[src/rdrg_pkg.sv]
// Constants and types for the ROM decode and RAM guard block
// Function
// RULE_01 - Unrestricted mode lets all RAM be accessed in user and supervisor state
// RULE_02 - Restricted mode limits user-state RAM access to the lowest 512K bytes
// RULE_03 - Restricted mode still lets supervisor cycles reach all 2M of RAM
// RULE_04 - Restricted mode allows I/O cycles only in supervisor state
// RULE_05 - ROM is one 256K region 00800000..0083FFFF read 32 bits wide
// RULE_06 - Socket 0 drives bits 31:24, socket 3 drives bits 7:0
// RULE_07 - Size select of 8K, 16K, 32K or 64K routes matching address lines
// RULE_08 - Smaller ROMs ignore upper address bits so contents repeat
// RULE_09 - ROM cycles get 1, 2, 3 or 5 selectable wait states
// RULE_10 - Integrator picks wait states covering the ROM access time
// RULE_11 - After reset the two low restart long words read from ROM
// RULE_12 - After both restart reads the overlay ends and low memory is RAM
// RULE_13 - Every RAM cycle gets exactly one wait state
// RULE_14 - Refused cycles end with bus error and reach no device
// RULE_15 - ROM-region writes do nothing; overlay counts only reads
package rdrg_pkg;

  localparam logic [31:0] ROM_BASE      = 32'h0080_0000;
  localparam logic [31:0] ROM_TOP       = 32'h0083_ffff;
  localparam logic [31:0] RAM_TOP       = 32'h001f_ffff;
  localparam logic [31:0] RAM_USER_TOP  = 32'h0007_ffff;
  localparam logic [31:0] IO_BASE       = 32'h00ff_0000;
  localparam logic [31:0] IO_TOP        = 32'h00ff_ffff;
  localparam logic [31:0] VEC_ADDR_1    = 32'h0000_0004;

  localparam int          ROM_ADDR_W    = 16;
  localparam logic [2:0]  RAM_WAITS     = 3'h1;
  localparam logic [1:0]  OVL_READS     = 2'h2;

  localparam logic [2:0]  WAIT_CNT_1    = 3'h1;
  localparam logic [2:0]  WAIT_CNT_2    = 3'h2;
  localparam logic [2:0]  WAIT_CNT_3    = 3'h3;
  localparam logic [2:0]  WAIT_CNT_5    = 3'h5;

  typedef enum logic [1:0] {
    RDRG_SIZE_8K  = 2'h0,
    RDRG_SIZE_16K = 2'h1,
    RDRG_SIZE_32K = 2'h2,
    RDRG_SIZE_64K = 2'h3
  } rdrg_size_t;

  typedef enum logic [1:0] {
    RDRG_IDLE = 2'h0,
    RDRG_WAIT = 2'h1,
    RDRG_DONE = 2'h3,
    RDRG_HOLD = 2'h2
  } rdrg_state_t;

  typedef enum logic [1:0] {
    RDRG_TGT_NONE = 2'h0,
    RDRG_TGT_RAM  = 2'h1,
    RDRG_TGT_ROM  = 2'h2,
    RDRG_TGT_IO   = 2'h3
  } rdrg_tgt_t;

endpackage

[src/rdrg_dec_if.sv]
// Decode result carried from the decoder to the cycle controller
interface rdrg_dec_if;
  rdrg_pkg::rdrg_tgt_t tgt;
  logic                deny;
  logic [2:0]          waits;
  modport dec (output tgt, output deny, output waits);
  modport ctl (input tgt, input deny, input waits);
endinterface

[src/rdrg_decode.sv]
// Address decoder with permission check and wait selection
module rdrg_decode (
  input  wire logic [31:0] addr_in,
  input  wire logic        super_in,
  input  wire logic        restrict_in,
  input  wire logic        overlay_in,
  input  wire logic        rd_in,
  input  wire logic [1:0]  wait_sel_in,
  rdrg_dec_if.dec          dec
);

  logic [2:0] rom_waits;

  always_comb begin
    case (wait_sel_in)  // RULE_09
      2'h0:    rom_waits = rdrg_pkg::WAIT_CNT_1;
      2'h1:    rom_waits = rdrg_pkg::WAIT_CNT_2;
      2'h2:    rom_waits = rdrg_pkg::WAIT_CNT_3;
      default: rom_waits = rdrg_pkg::WAIT_CNT_5;
    endcase
  end

  always_comb begin
    dec.tgt   = rdrg_pkg::RDRG_TGT_NONE;
    dec.deny  = 1'b0;
    dec.waits = rdrg_pkg::RAM_WAITS;
    if (overlay_in && rd_in && addr_in <= rdrg_pkg::VEC_ADDR_1 + 32'h3) begin  // RULE_11
      dec.tgt   = rdrg_pkg::RDRG_TGT_ROM;
      dec.waits = rom_waits;
    end else if (addr_in <= rdrg_pkg::RAM_TOP) begin
      dec.tgt   = rdrg_pkg::RDRG_TGT_RAM;
      dec.waits = rdrg_pkg::RAM_WAITS;  // RULE_13
      if (restrict_in && !super_in && addr_in > rdrg_pkg::RAM_USER_TOP) begin  // RULE_02
        dec.deny = 1'b1;
      end
    end else if (addr_in >= rdrg_pkg::ROM_BASE && addr_in <= rdrg_pkg::ROM_TOP) begin  // RULE_05
      dec.tgt   = rdrg_pkg::RDRG_TGT_ROM;
      dec.waits = rom_waits;
    end else if (addr_in >= rdrg_pkg::IO_BASE && addr_in <= rdrg_pkg::IO_TOP) begin
      dec.tgt  = rdrg_pkg::RDRG_TGT_IO;
      dec.deny = restrict_in && !super_in;  // RULE_04
    end
  end

endmodule // rdrg_decode

[src/rdrg_top.sv]
// ROM decode, restart overlay and RAM guard top level
module rdrg_top (
  input  wire logic        clk_sys_in,
  input  wire logic        rst_n_in,
  input  wire logic        as_n_in,
  input  wire logic        rw_in,
  input  wire logic        super_in,
  input  wire logic [31:0] addr_in,
  input  wire logic [31:0] rom_data_in,
  input  wire logic [1:0]  rom_size_select_in,
  input  wire logic [1:0]  rom_wait_select_in,
  input  wire logic        restrict_in,
  output logic [31:0]      data_out,
  output logic             data_oe_out,
  output logic             dsack_n_out,
  output logic             berr_n_out,
  output logic [15:0]      rom_addr_out,
  output logic [3:0]       rom_ce_n_out,
  output logic             rom_oe_n_out,
  output logic             ram_sel_out,
  output logic             io_sel_out,
  output logic             overlay_out
);

  ////////////////////////////////////////////////////////////////////////////
  // Input synchronisers
  logic        as_s1_reg, as_s2_reg;
  logic        rw_s1_reg, rw_s2_reg;
  logic        su_s1_reg, su_s2_reg;
  logic        rs_s1_reg, rs_s2_reg;
  logic [31:0] a_s1_reg,  a_s2_reg;
  logic [31:0] d_s1_reg,  d_s2_reg;
  logic [1:0]  sz_s1_reg, sz_s2_reg;
  logic [1:0]  ws_s1_reg, ws_s2_reg;

  always_ff @(posedge clk_sys_in or negedge rst_n_in) begin
    if (!rst_n_in) begin
      as_s1_reg <= 1'b0;
      as_s2_reg <= 1'b0;
      rw_s1_reg <= 1'b1;
      rw_s2_reg <= 1'b1;
      su_s1_reg <= 1'b0;
      su_s2_reg <= 1'b0;
      rs_s1_reg <= 1'b0;
      rs_s2_reg <= 1'b0;
      a_s1_reg  <= 32'h0;
      a_s2_reg  <= 32'h0;
      d_s1_reg  <= 32'h0;
      d_s2_reg  <= 32'h0;
      sz_s1_reg <= 2'h0;
      sz_s2_reg <= 2'h0;
      ws_s1_reg <= 2'h0;
      ws_s2_reg <= 2'h0;
    end else begin
      as_s1_reg <= !as_n_in;
      as_s2_reg <= as_s1_reg;
      rw_s1_reg <= rw_in;
      rw_s2_reg <= rw_s1_reg;
      su_s1_reg <= super_in;
      su_s2_reg <= su_s1_reg;
      rs_s1_reg <= restrict_in;
      rs_s2_reg <= rs_s1_reg;
      a_s1_reg  <= addr_in;
      a_s2_reg  <= a_s1_reg;
      d_s1_reg  <= rom_data_in;
      d_s2_reg  <= d_s1_reg;
      sz_s1_reg <= rom_size_select_in;
      sz_s2_reg <= sz_s1_reg;
      ws_s1_reg <= rom_wait_select_in;
      ws_s2_reg <= ws_s1_reg;
    end
  end

  ////////////////////////////////////////////////////////////////////////////
  // Decoder
  logic        overlay_reg;
  rdrg_dec_if  dec_bus ();

  rdrg_decode u_decode (
    .addr_in     (a_s2_reg),
    .super_in    (su_s2_reg),
    .restrict_in (rs_s2_reg),
    .overlay_in  (overlay_reg),
    .rd_in       (rw_s2_reg),
    .wait_sel_in (ws_s2_reg),
    .dec         (dec_bus.dec)
  );

  ////////////////////////////////////////////////////////////////////////////
  // ROM address routing with mirroring
  logic [15:0] rom_word_addr;
  logic [15:0] size_mask;

  assign rom_word_addr = a_s2_reg[17:2];  // RULE_05

  always_comb begin
    case (rdrg_pkg::rdrg_size_t'(sz_s2_reg))  // RULE_07
      rdrg_pkg::RDRG_SIZE_8K:  size_mask = 16'h1fff;  // RULE_08
      rdrg_pkg::RDRG_SIZE_16K: size_mask = 16'h3fff;
      rdrg_pkg::RDRG_SIZE_32K: size_mask = 16'h7fff;
      default:                 size_mask = 16'hffff;
    endcase
  end

  ////////////////////////////////////////////////////////////////////////////
  // Cycle controller
  rdrg_pkg::rdrg_state_t state_reg, state_next;
  logic [2:0]            wait_reg;
  logic                  is_rom_rd;
  logic                  is_rom;

  assign is_rom    = dec_bus.tgt == rdrg_pkg::RDRG_TGT_ROM;
  assign is_rom_rd = is_rom && rw_s2_reg;

  always_comb begin
    state_next = state_reg;
    case (state_reg)
      rdrg_pkg::RDRG_IDLE: begin
        if (as_s2_reg && dec_bus.tgt != rdrg_pkg::RDRG_TGT_NONE) begin
          state_next = rdrg_pkg::RDRG_WAIT;
        end
      end
      rdrg_pkg::RDRG_WAIT: begin
        if (dec_bus.deny || wait_reg == 3'h1) begin
          state_next = rdrg_pkg::RDRG_DONE;
        end
      end
      rdrg_pkg::RDRG_DONE: state_next = rdrg_pkg::RDRG_HOLD;
      rdrg_pkg::RDRG_HOLD: begin
        if (!as_s2_reg) begin
          state_next = rdrg_pkg::RDRG_IDLE;
        end
      end
      default: state_next = rdrg_pkg::RDRG_IDLE;
    endcase
  end

  always_ff @(posedge clk_sys_in or negedge rst_n_in) begin
    if (!rst_n_in) begin
      state_reg <= rdrg_pkg::RDRG_IDLE;
    end else begin
      state_reg <= state_next;
    end
  end

  always_ff @(posedge clk_sys_in or negedge rst_n_in) begin
    if (!rst_n_in) begin
      wait_reg <= 3'h0;
    end else if (state_reg == rdrg_pkg::RDRG_IDLE) begin
      wait_reg <= dec_bus.waits;  // RULE_09 RULE_13
    end else if (state_reg == rdrg_pkg::RDRG_WAIT && wait_reg != 3'h0) begin
      wait_reg <= wait_reg - 3'h1;
    end
  end

  ////////////////////////////////////////////////////////////////////////////
  // Restart overlay
  logic [1:0] ovl_cnt_reg;

  always_ff @(posedge clk_sys_in or negedge rst_n_in) begin
    if (!rst_n_in) begin
      ovl_cnt_reg <= 2'h0;
    end else if (overlay_reg && state_reg == rdrg_pkg::RDRG_DONE && is_rom_rd && !dec_bus.deny) begin  // RULE_15
      ovl_cnt_reg <= ovl_cnt_reg + 2'h1;
    end
  end

  // Overlay drops only once the second restart cycle has closed, so that cycle keeps its ROM target
  always_ff @(posedge clk_sys_in or negedge rst_n_in) begin
    if (!rst_n_in) begin
      overlay_reg <= 1'b1;  // RULE_11
    end else if (ovl_cnt_reg == rdrg_pkg::OVL_READS && state_next == rdrg_pkg::RDRG_IDLE) begin
      overlay_reg <= 1'b0;  // RULE_12
    end
  end

  ////////////////////////////////////////////////////////////////////////////
  // Outputs
  logic active;
  assign active = state_reg != rdrg_pkg::RDRG_IDLE && !dec_bus.deny;

  always_ff @(posedge clk_sys_in or negedge rst_n_in) begin
    if (!rst_n_in) begin
      rom_addr_out <= 16'h0;
      rom_ce_n_out <= 4'hf;
      rom_oe_n_out <= 1'b1;
    end else begin
      rom_addr_out <= rom_word_addr & size_mask;  // RULE_07 RULE_08
      rom_ce_n_out <= (active && is_rom_rd) ? 4'h0 : 4'hf;  // RULE_15
      rom_oe_n_out <= !(active && is_rom_rd);
    end
  end

  always_ff @(posedge clk_sys_in or negedge rst_n_in) begin
    if (!rst_n_in) begin
      ram_sel_out <= 1'b0;
      io_sel_out  <= 1'b0;
    end else begin
      ram_sel_out <= active && dec_bus.tgt == rdrg_pkg::RDRG_TGT_RAM;  // RULE_01 RULE_03 RULE_14
      io_sel_out  <= active && dec_bus.tgt == rdrg_pkg::RDRG_TGT_IO;   // RULE_04 RULE_14
    end
  end

  always_ff @(posedge clk_sys_in or negedge rst_n_in) begin
    if (!rst_n_in) begin
      dsack_n_out <= 1'b1;
      berr_n_out  <= 1'b1;
      data_out    <= 32'h0;
      data_oe_out <= 1'b0;
    end else begin
      // Answer one cycle after the last wait so the synchronised ROM word has settled
      if (state_reg == rdrg_pkg::RDRG_DONE) begin
        dsack_n_out <= dec_bus.deny;
        berr_n_out  <= !dec_bus.deny;  // RULE_14
      end else if (state_next == rdrg_pkg::RDRG_IDLE) begin
        dsack_n_out <= 1'b1;
        berr_n_out  <= 1'b1;
      end
      if (state_reg == rdrg_pkg::RDRG_DONE && is_rom_rd && !dec_bus.deny) begin
        data_out    <= {d_s2_reg[31:24], d_s2_reg[23:16], d_s2_reg[15:8], d_s2_reg[7:0]};  // RULE_06
        data_oe_out <= 1'b1;
      end else if (state_next == rdrg_pkg::RDRG_IDLE) begin
        data_oe_out <= 1'b0;
      end
    end
  end

  assign overlay_out = overlay_reg;

endmodule // rdrg_top

[config.mk]
export PLATFORM = sky130hd
export DESIGN_NAME = rdrg_top
export DESIGN_NICKNAME = d
export VERILOG_FILES = /design/src/rdrg_pkg.sv /design/src/rdrg_dec_if.sv /design/src/rdrg_decode.sv /design/src/rdrg_top.sv
export SDC_FILE = /design/constraint.sdc
export NUM_CORES = 1
export LEC_CHECK = 0
export BUFFER_PORTS_ARGS = -buffer_cell sky130_fd_sc_hd__buf_2
export CAP_MARGIN = 20
export CELL_PAD_IN_SITES_DETAIL_PLACEMENT = 0
export CELL_PAD_IN_SITES_GLOBAL_PLACEMENT = 1
export CORE_MARGIN = 2
export CORE_UTILIZATION = 50
export CTS_BUF_LIST = sky130_fd_sc_hd__clkbuf_4 sky130_fd_sc_hd__clkbuf_8
export DETAILED_ROUTE_END_ITERATION = 8
export PLACE_DENSITY_LB_ADDON = 0.1
export SLEW_MARGIN = 10
export SYNTH_ARGS = -nofsm -noshare
export SYNTH_HDL_FRONTEND = slang
export SYNTH_HIERARCHICAL = 1
export SYNTH_SLANG_ARGS = --single-unit
[constraint.sdc]
create_clock -name clk_sys_in -period 5.2 [get_ports clk_sys_in]
set_input_delay 0.26 -clock clk_sys_in [delete_from_list [all_inputs] [get_ports clk_sys_in]]
set_output_delay 0.26 -clock clk_sys_in [all_outputs]
set_load 0.02 [all_outputs]
==> results.md <==
* Clk_lat worst skew at between 400 and 500 ps
* Sw Ratio at 20.1%
* WP buf/inv at 1
* Overall routed net length at slightly above 10 mm
* Final setup viols at 0
* Routed WL per cell at between 10 and 15 um
* Mapped Nets at ~420
* Ratio of cells with drive above 1 in the final layout at around 35%
* Worst reg2reg path depth at 8
* Worst r2r src: a_s2_reg[22]
* Clk sinks at around 200
* FP Rows at 40
* Cell area after layout at just over 8000 um2
* Layout net count at approximately 640
* Slowest stage delay, CP at between 700 and 800 ps
* First-pass GRT wire length at 17.3 mm
* Status: finished clean
* Gate count of the mapped netlist at about 340
* CTS tree: built
* Leakage at approximately 4.2 nW
* WP data required at roughly 5500 ps
* Syn_area_per_cell at between 15 and 20 um2
* CP Launch Type: flop
* Buffers on Ports at 130
* Cell-internal power at between 2 and 3 mW
* Hold Path Class: input pin to asynchronous set/reset pin
* Via density at between 4 and 5
* Placed Area at slightly below 7000 um2
* # fillers at between 800 and 900
* Via Count at around 3400
* Die height at between 100 and 150 um
* Fin Clk Skew at 25.0 ps
* CTS max path bufs at 3
* RSZ-0062 raised after global routing: false
* Cell family with most CP delay: simple AND/OR/NAND/NOR gates
* Final hold vios at 0
* Ant diodes at 0
* GR Overflow Total at 0
* Die width at 115 um
* Starting density of the core at about half
* Peak supply drop at ~0.24 mV
* Slew @ Worst Pin at ~850 ps
* Pin count of the biggest net entering global routing at between 100 and 150
* Fmax at between 300 and 400 MHz
* DRC violations left at 0
* Power per cell area at around 380 nW/um2
* I/O pins at 133
* H-tree levels at 2
* Clock power share at 43.2%
* Drt pass-1 iters at 4
* Crit Path Max Fanout at 33
* Comb pwr share at 4.1%
* Min Tclk post-route at about 3300 ps
* Antenna violations before repair at 0
* Seq pwr share at approximately 53%
* R2R setup slack at a little under 2000 ps
* Total Routing Usage GR at about 17%
* Worst-path clk slew at 60 ps
* Reg2reg end: data_out[19]
* TritonCTS buffer count at 34
* Core area at approximately 12000 um2
* Full die area at between 10000 and 15000 um2
* PostCTS Resize Cnt at 0
* Rel. slew slack at a little over two fifths
* Final Cycle Share at 62.9%
* Psw at ~630 uW
* CP Class: flop to flop
* Setup TNS at 0 ps
* Max Cap Viol at 0
* P&R area growth vs syn at 36.1%
* Worst path depth at 8
* Vias in the first global route at 3678
* Data arrival, critical path at 3610 ps
* Post-DP HPWL at 6.27 mm
* Mapped cell area at approximately 6000 um2
* Final max-slew violation count at 0
* Slowest library cell on the worst path: and3_2
* ANT nets after route at 0
* Crit path capture type: flop
* CP Cell Sequence: or2_1, or4_4, nor4_4, a2111oi_1, buf_4, nor4bb_4, and3_2, mux2_1
* First DRT Iteration DRCs at between 150 and 200
* Yosys Warn Count at 6
* Clock root buffer: clkbuf_8
* RePlAce Congestion at 0.722
==> metal layers <==
layer / GRT usage (%) / vias to the layer above / share of wire, %
li1: - / 1583 / -
met1: 21.2 / 1669 / 40
met2: 27.8 / 97 / 51
met3: 5.82 / 16 / 6.9
met4: 6.34 / 0 / 2.0
met5: 0 / - / 0
==> worst reg2reg max path: stages (launching register included) <==
cell       delay [ps]
dfrtp_1           380
or2_1             240
or4_4             450
nor4_4            330
a2111oi_1          90
buf_4             170
nor4bb_4          290
and3_2            770
mux2_1            440
==> area by class of cell <==
type / count / area (um2) / area share (%)
sequential: 202 / 5060 / 60.9
tap: 147 / 184 / 2.21
inverter: 11 / 41.3 / 0.497
multi-input combinational: 111 / 923 / 11.1
clock inverter: 4 / 22.5 / 0.271
clock buffer: 53 / 667 / 8.02
timing repair buffer: 204 / 1410 / 17.0
==> through the flow <==
stage,cells,util [%],hold WS (ps),setup WS (ps),power [mW]
final,732,69.5,312,1930,3.15
after global routing,732,69.5,321,1650,3.30
after CTS,730,69.2,32.8,1870,3.19
after detailed placement,603,57.6,335,1870,1.77
after global placement,603,57.6,331,1900,1.77
after floorplan,335,-,-35.6,2240,1.70
==> cells in the final DEF, fill, tap and decap left out, types with 2 or more instances in the layout <==
master,instances
dfrtp_1,196
buf_2,129
dlygate4sd3_1,71
clkbuf_8,44
mux2_1,32
nor2_1,11
inv_1,10
clkbuf_4,10
ha_1,6
dfstp_2,6
a21oi_1,5
o21ai_1,5
nand2b_1,4
nor4b_1,4
nand2_1,4
nor3_1,4
mux2i_1,3
a22oi_1,3
clkinv_2,3
o21ai_0,2
and3_1,2
o31ai_1,2
a31oi_1,2
buf_4,2
or4_1,2
nor4_1,2
nand4_1,2
nand3_1,2
==> how the worst max path moves through the flow <==
stage / startpoint / to / slack (ps)
6_report: a_s2_reg[22] / data_out[19] / 1930
5_1_grt: a_s2_reg[22] / data_out[19] / 1650
4_1_cts: a_s2_reg[22] / data_out[15] / 1870
2_1_floorplan: a_s2_reg[26] / data_out[10] / 2240
3_5_place_dp: a_s2_reg[22] / data_out[15] / 1870
3_3_place_gp: a_s2_reg[22] / data_out[16] / 1900
==> repair_timing <==
action                                 4_1_cts  5_1_grt
hold buffers                                70        1
setup buffers                                0        0
setup endpoints to repair                    0        0
endpoints found under the hold margin       70       52
==> power groups by stage <==
stage | combinational (mW) | sequential [mW] | clock, mW
floorplan | 0.0130 | 1.69 | 0
global placement | 0.0844 | 1.68 | 0
detailed placement | 0.0863 | 1.69 | 0
CTS | 0.128 | 1.66 | 1.40
global route | 0.145 | 1.66 | 1.49
finish | 0.128 | 1.66 | 1.36
Note: power is estimated with default switching activity, not from simulation.
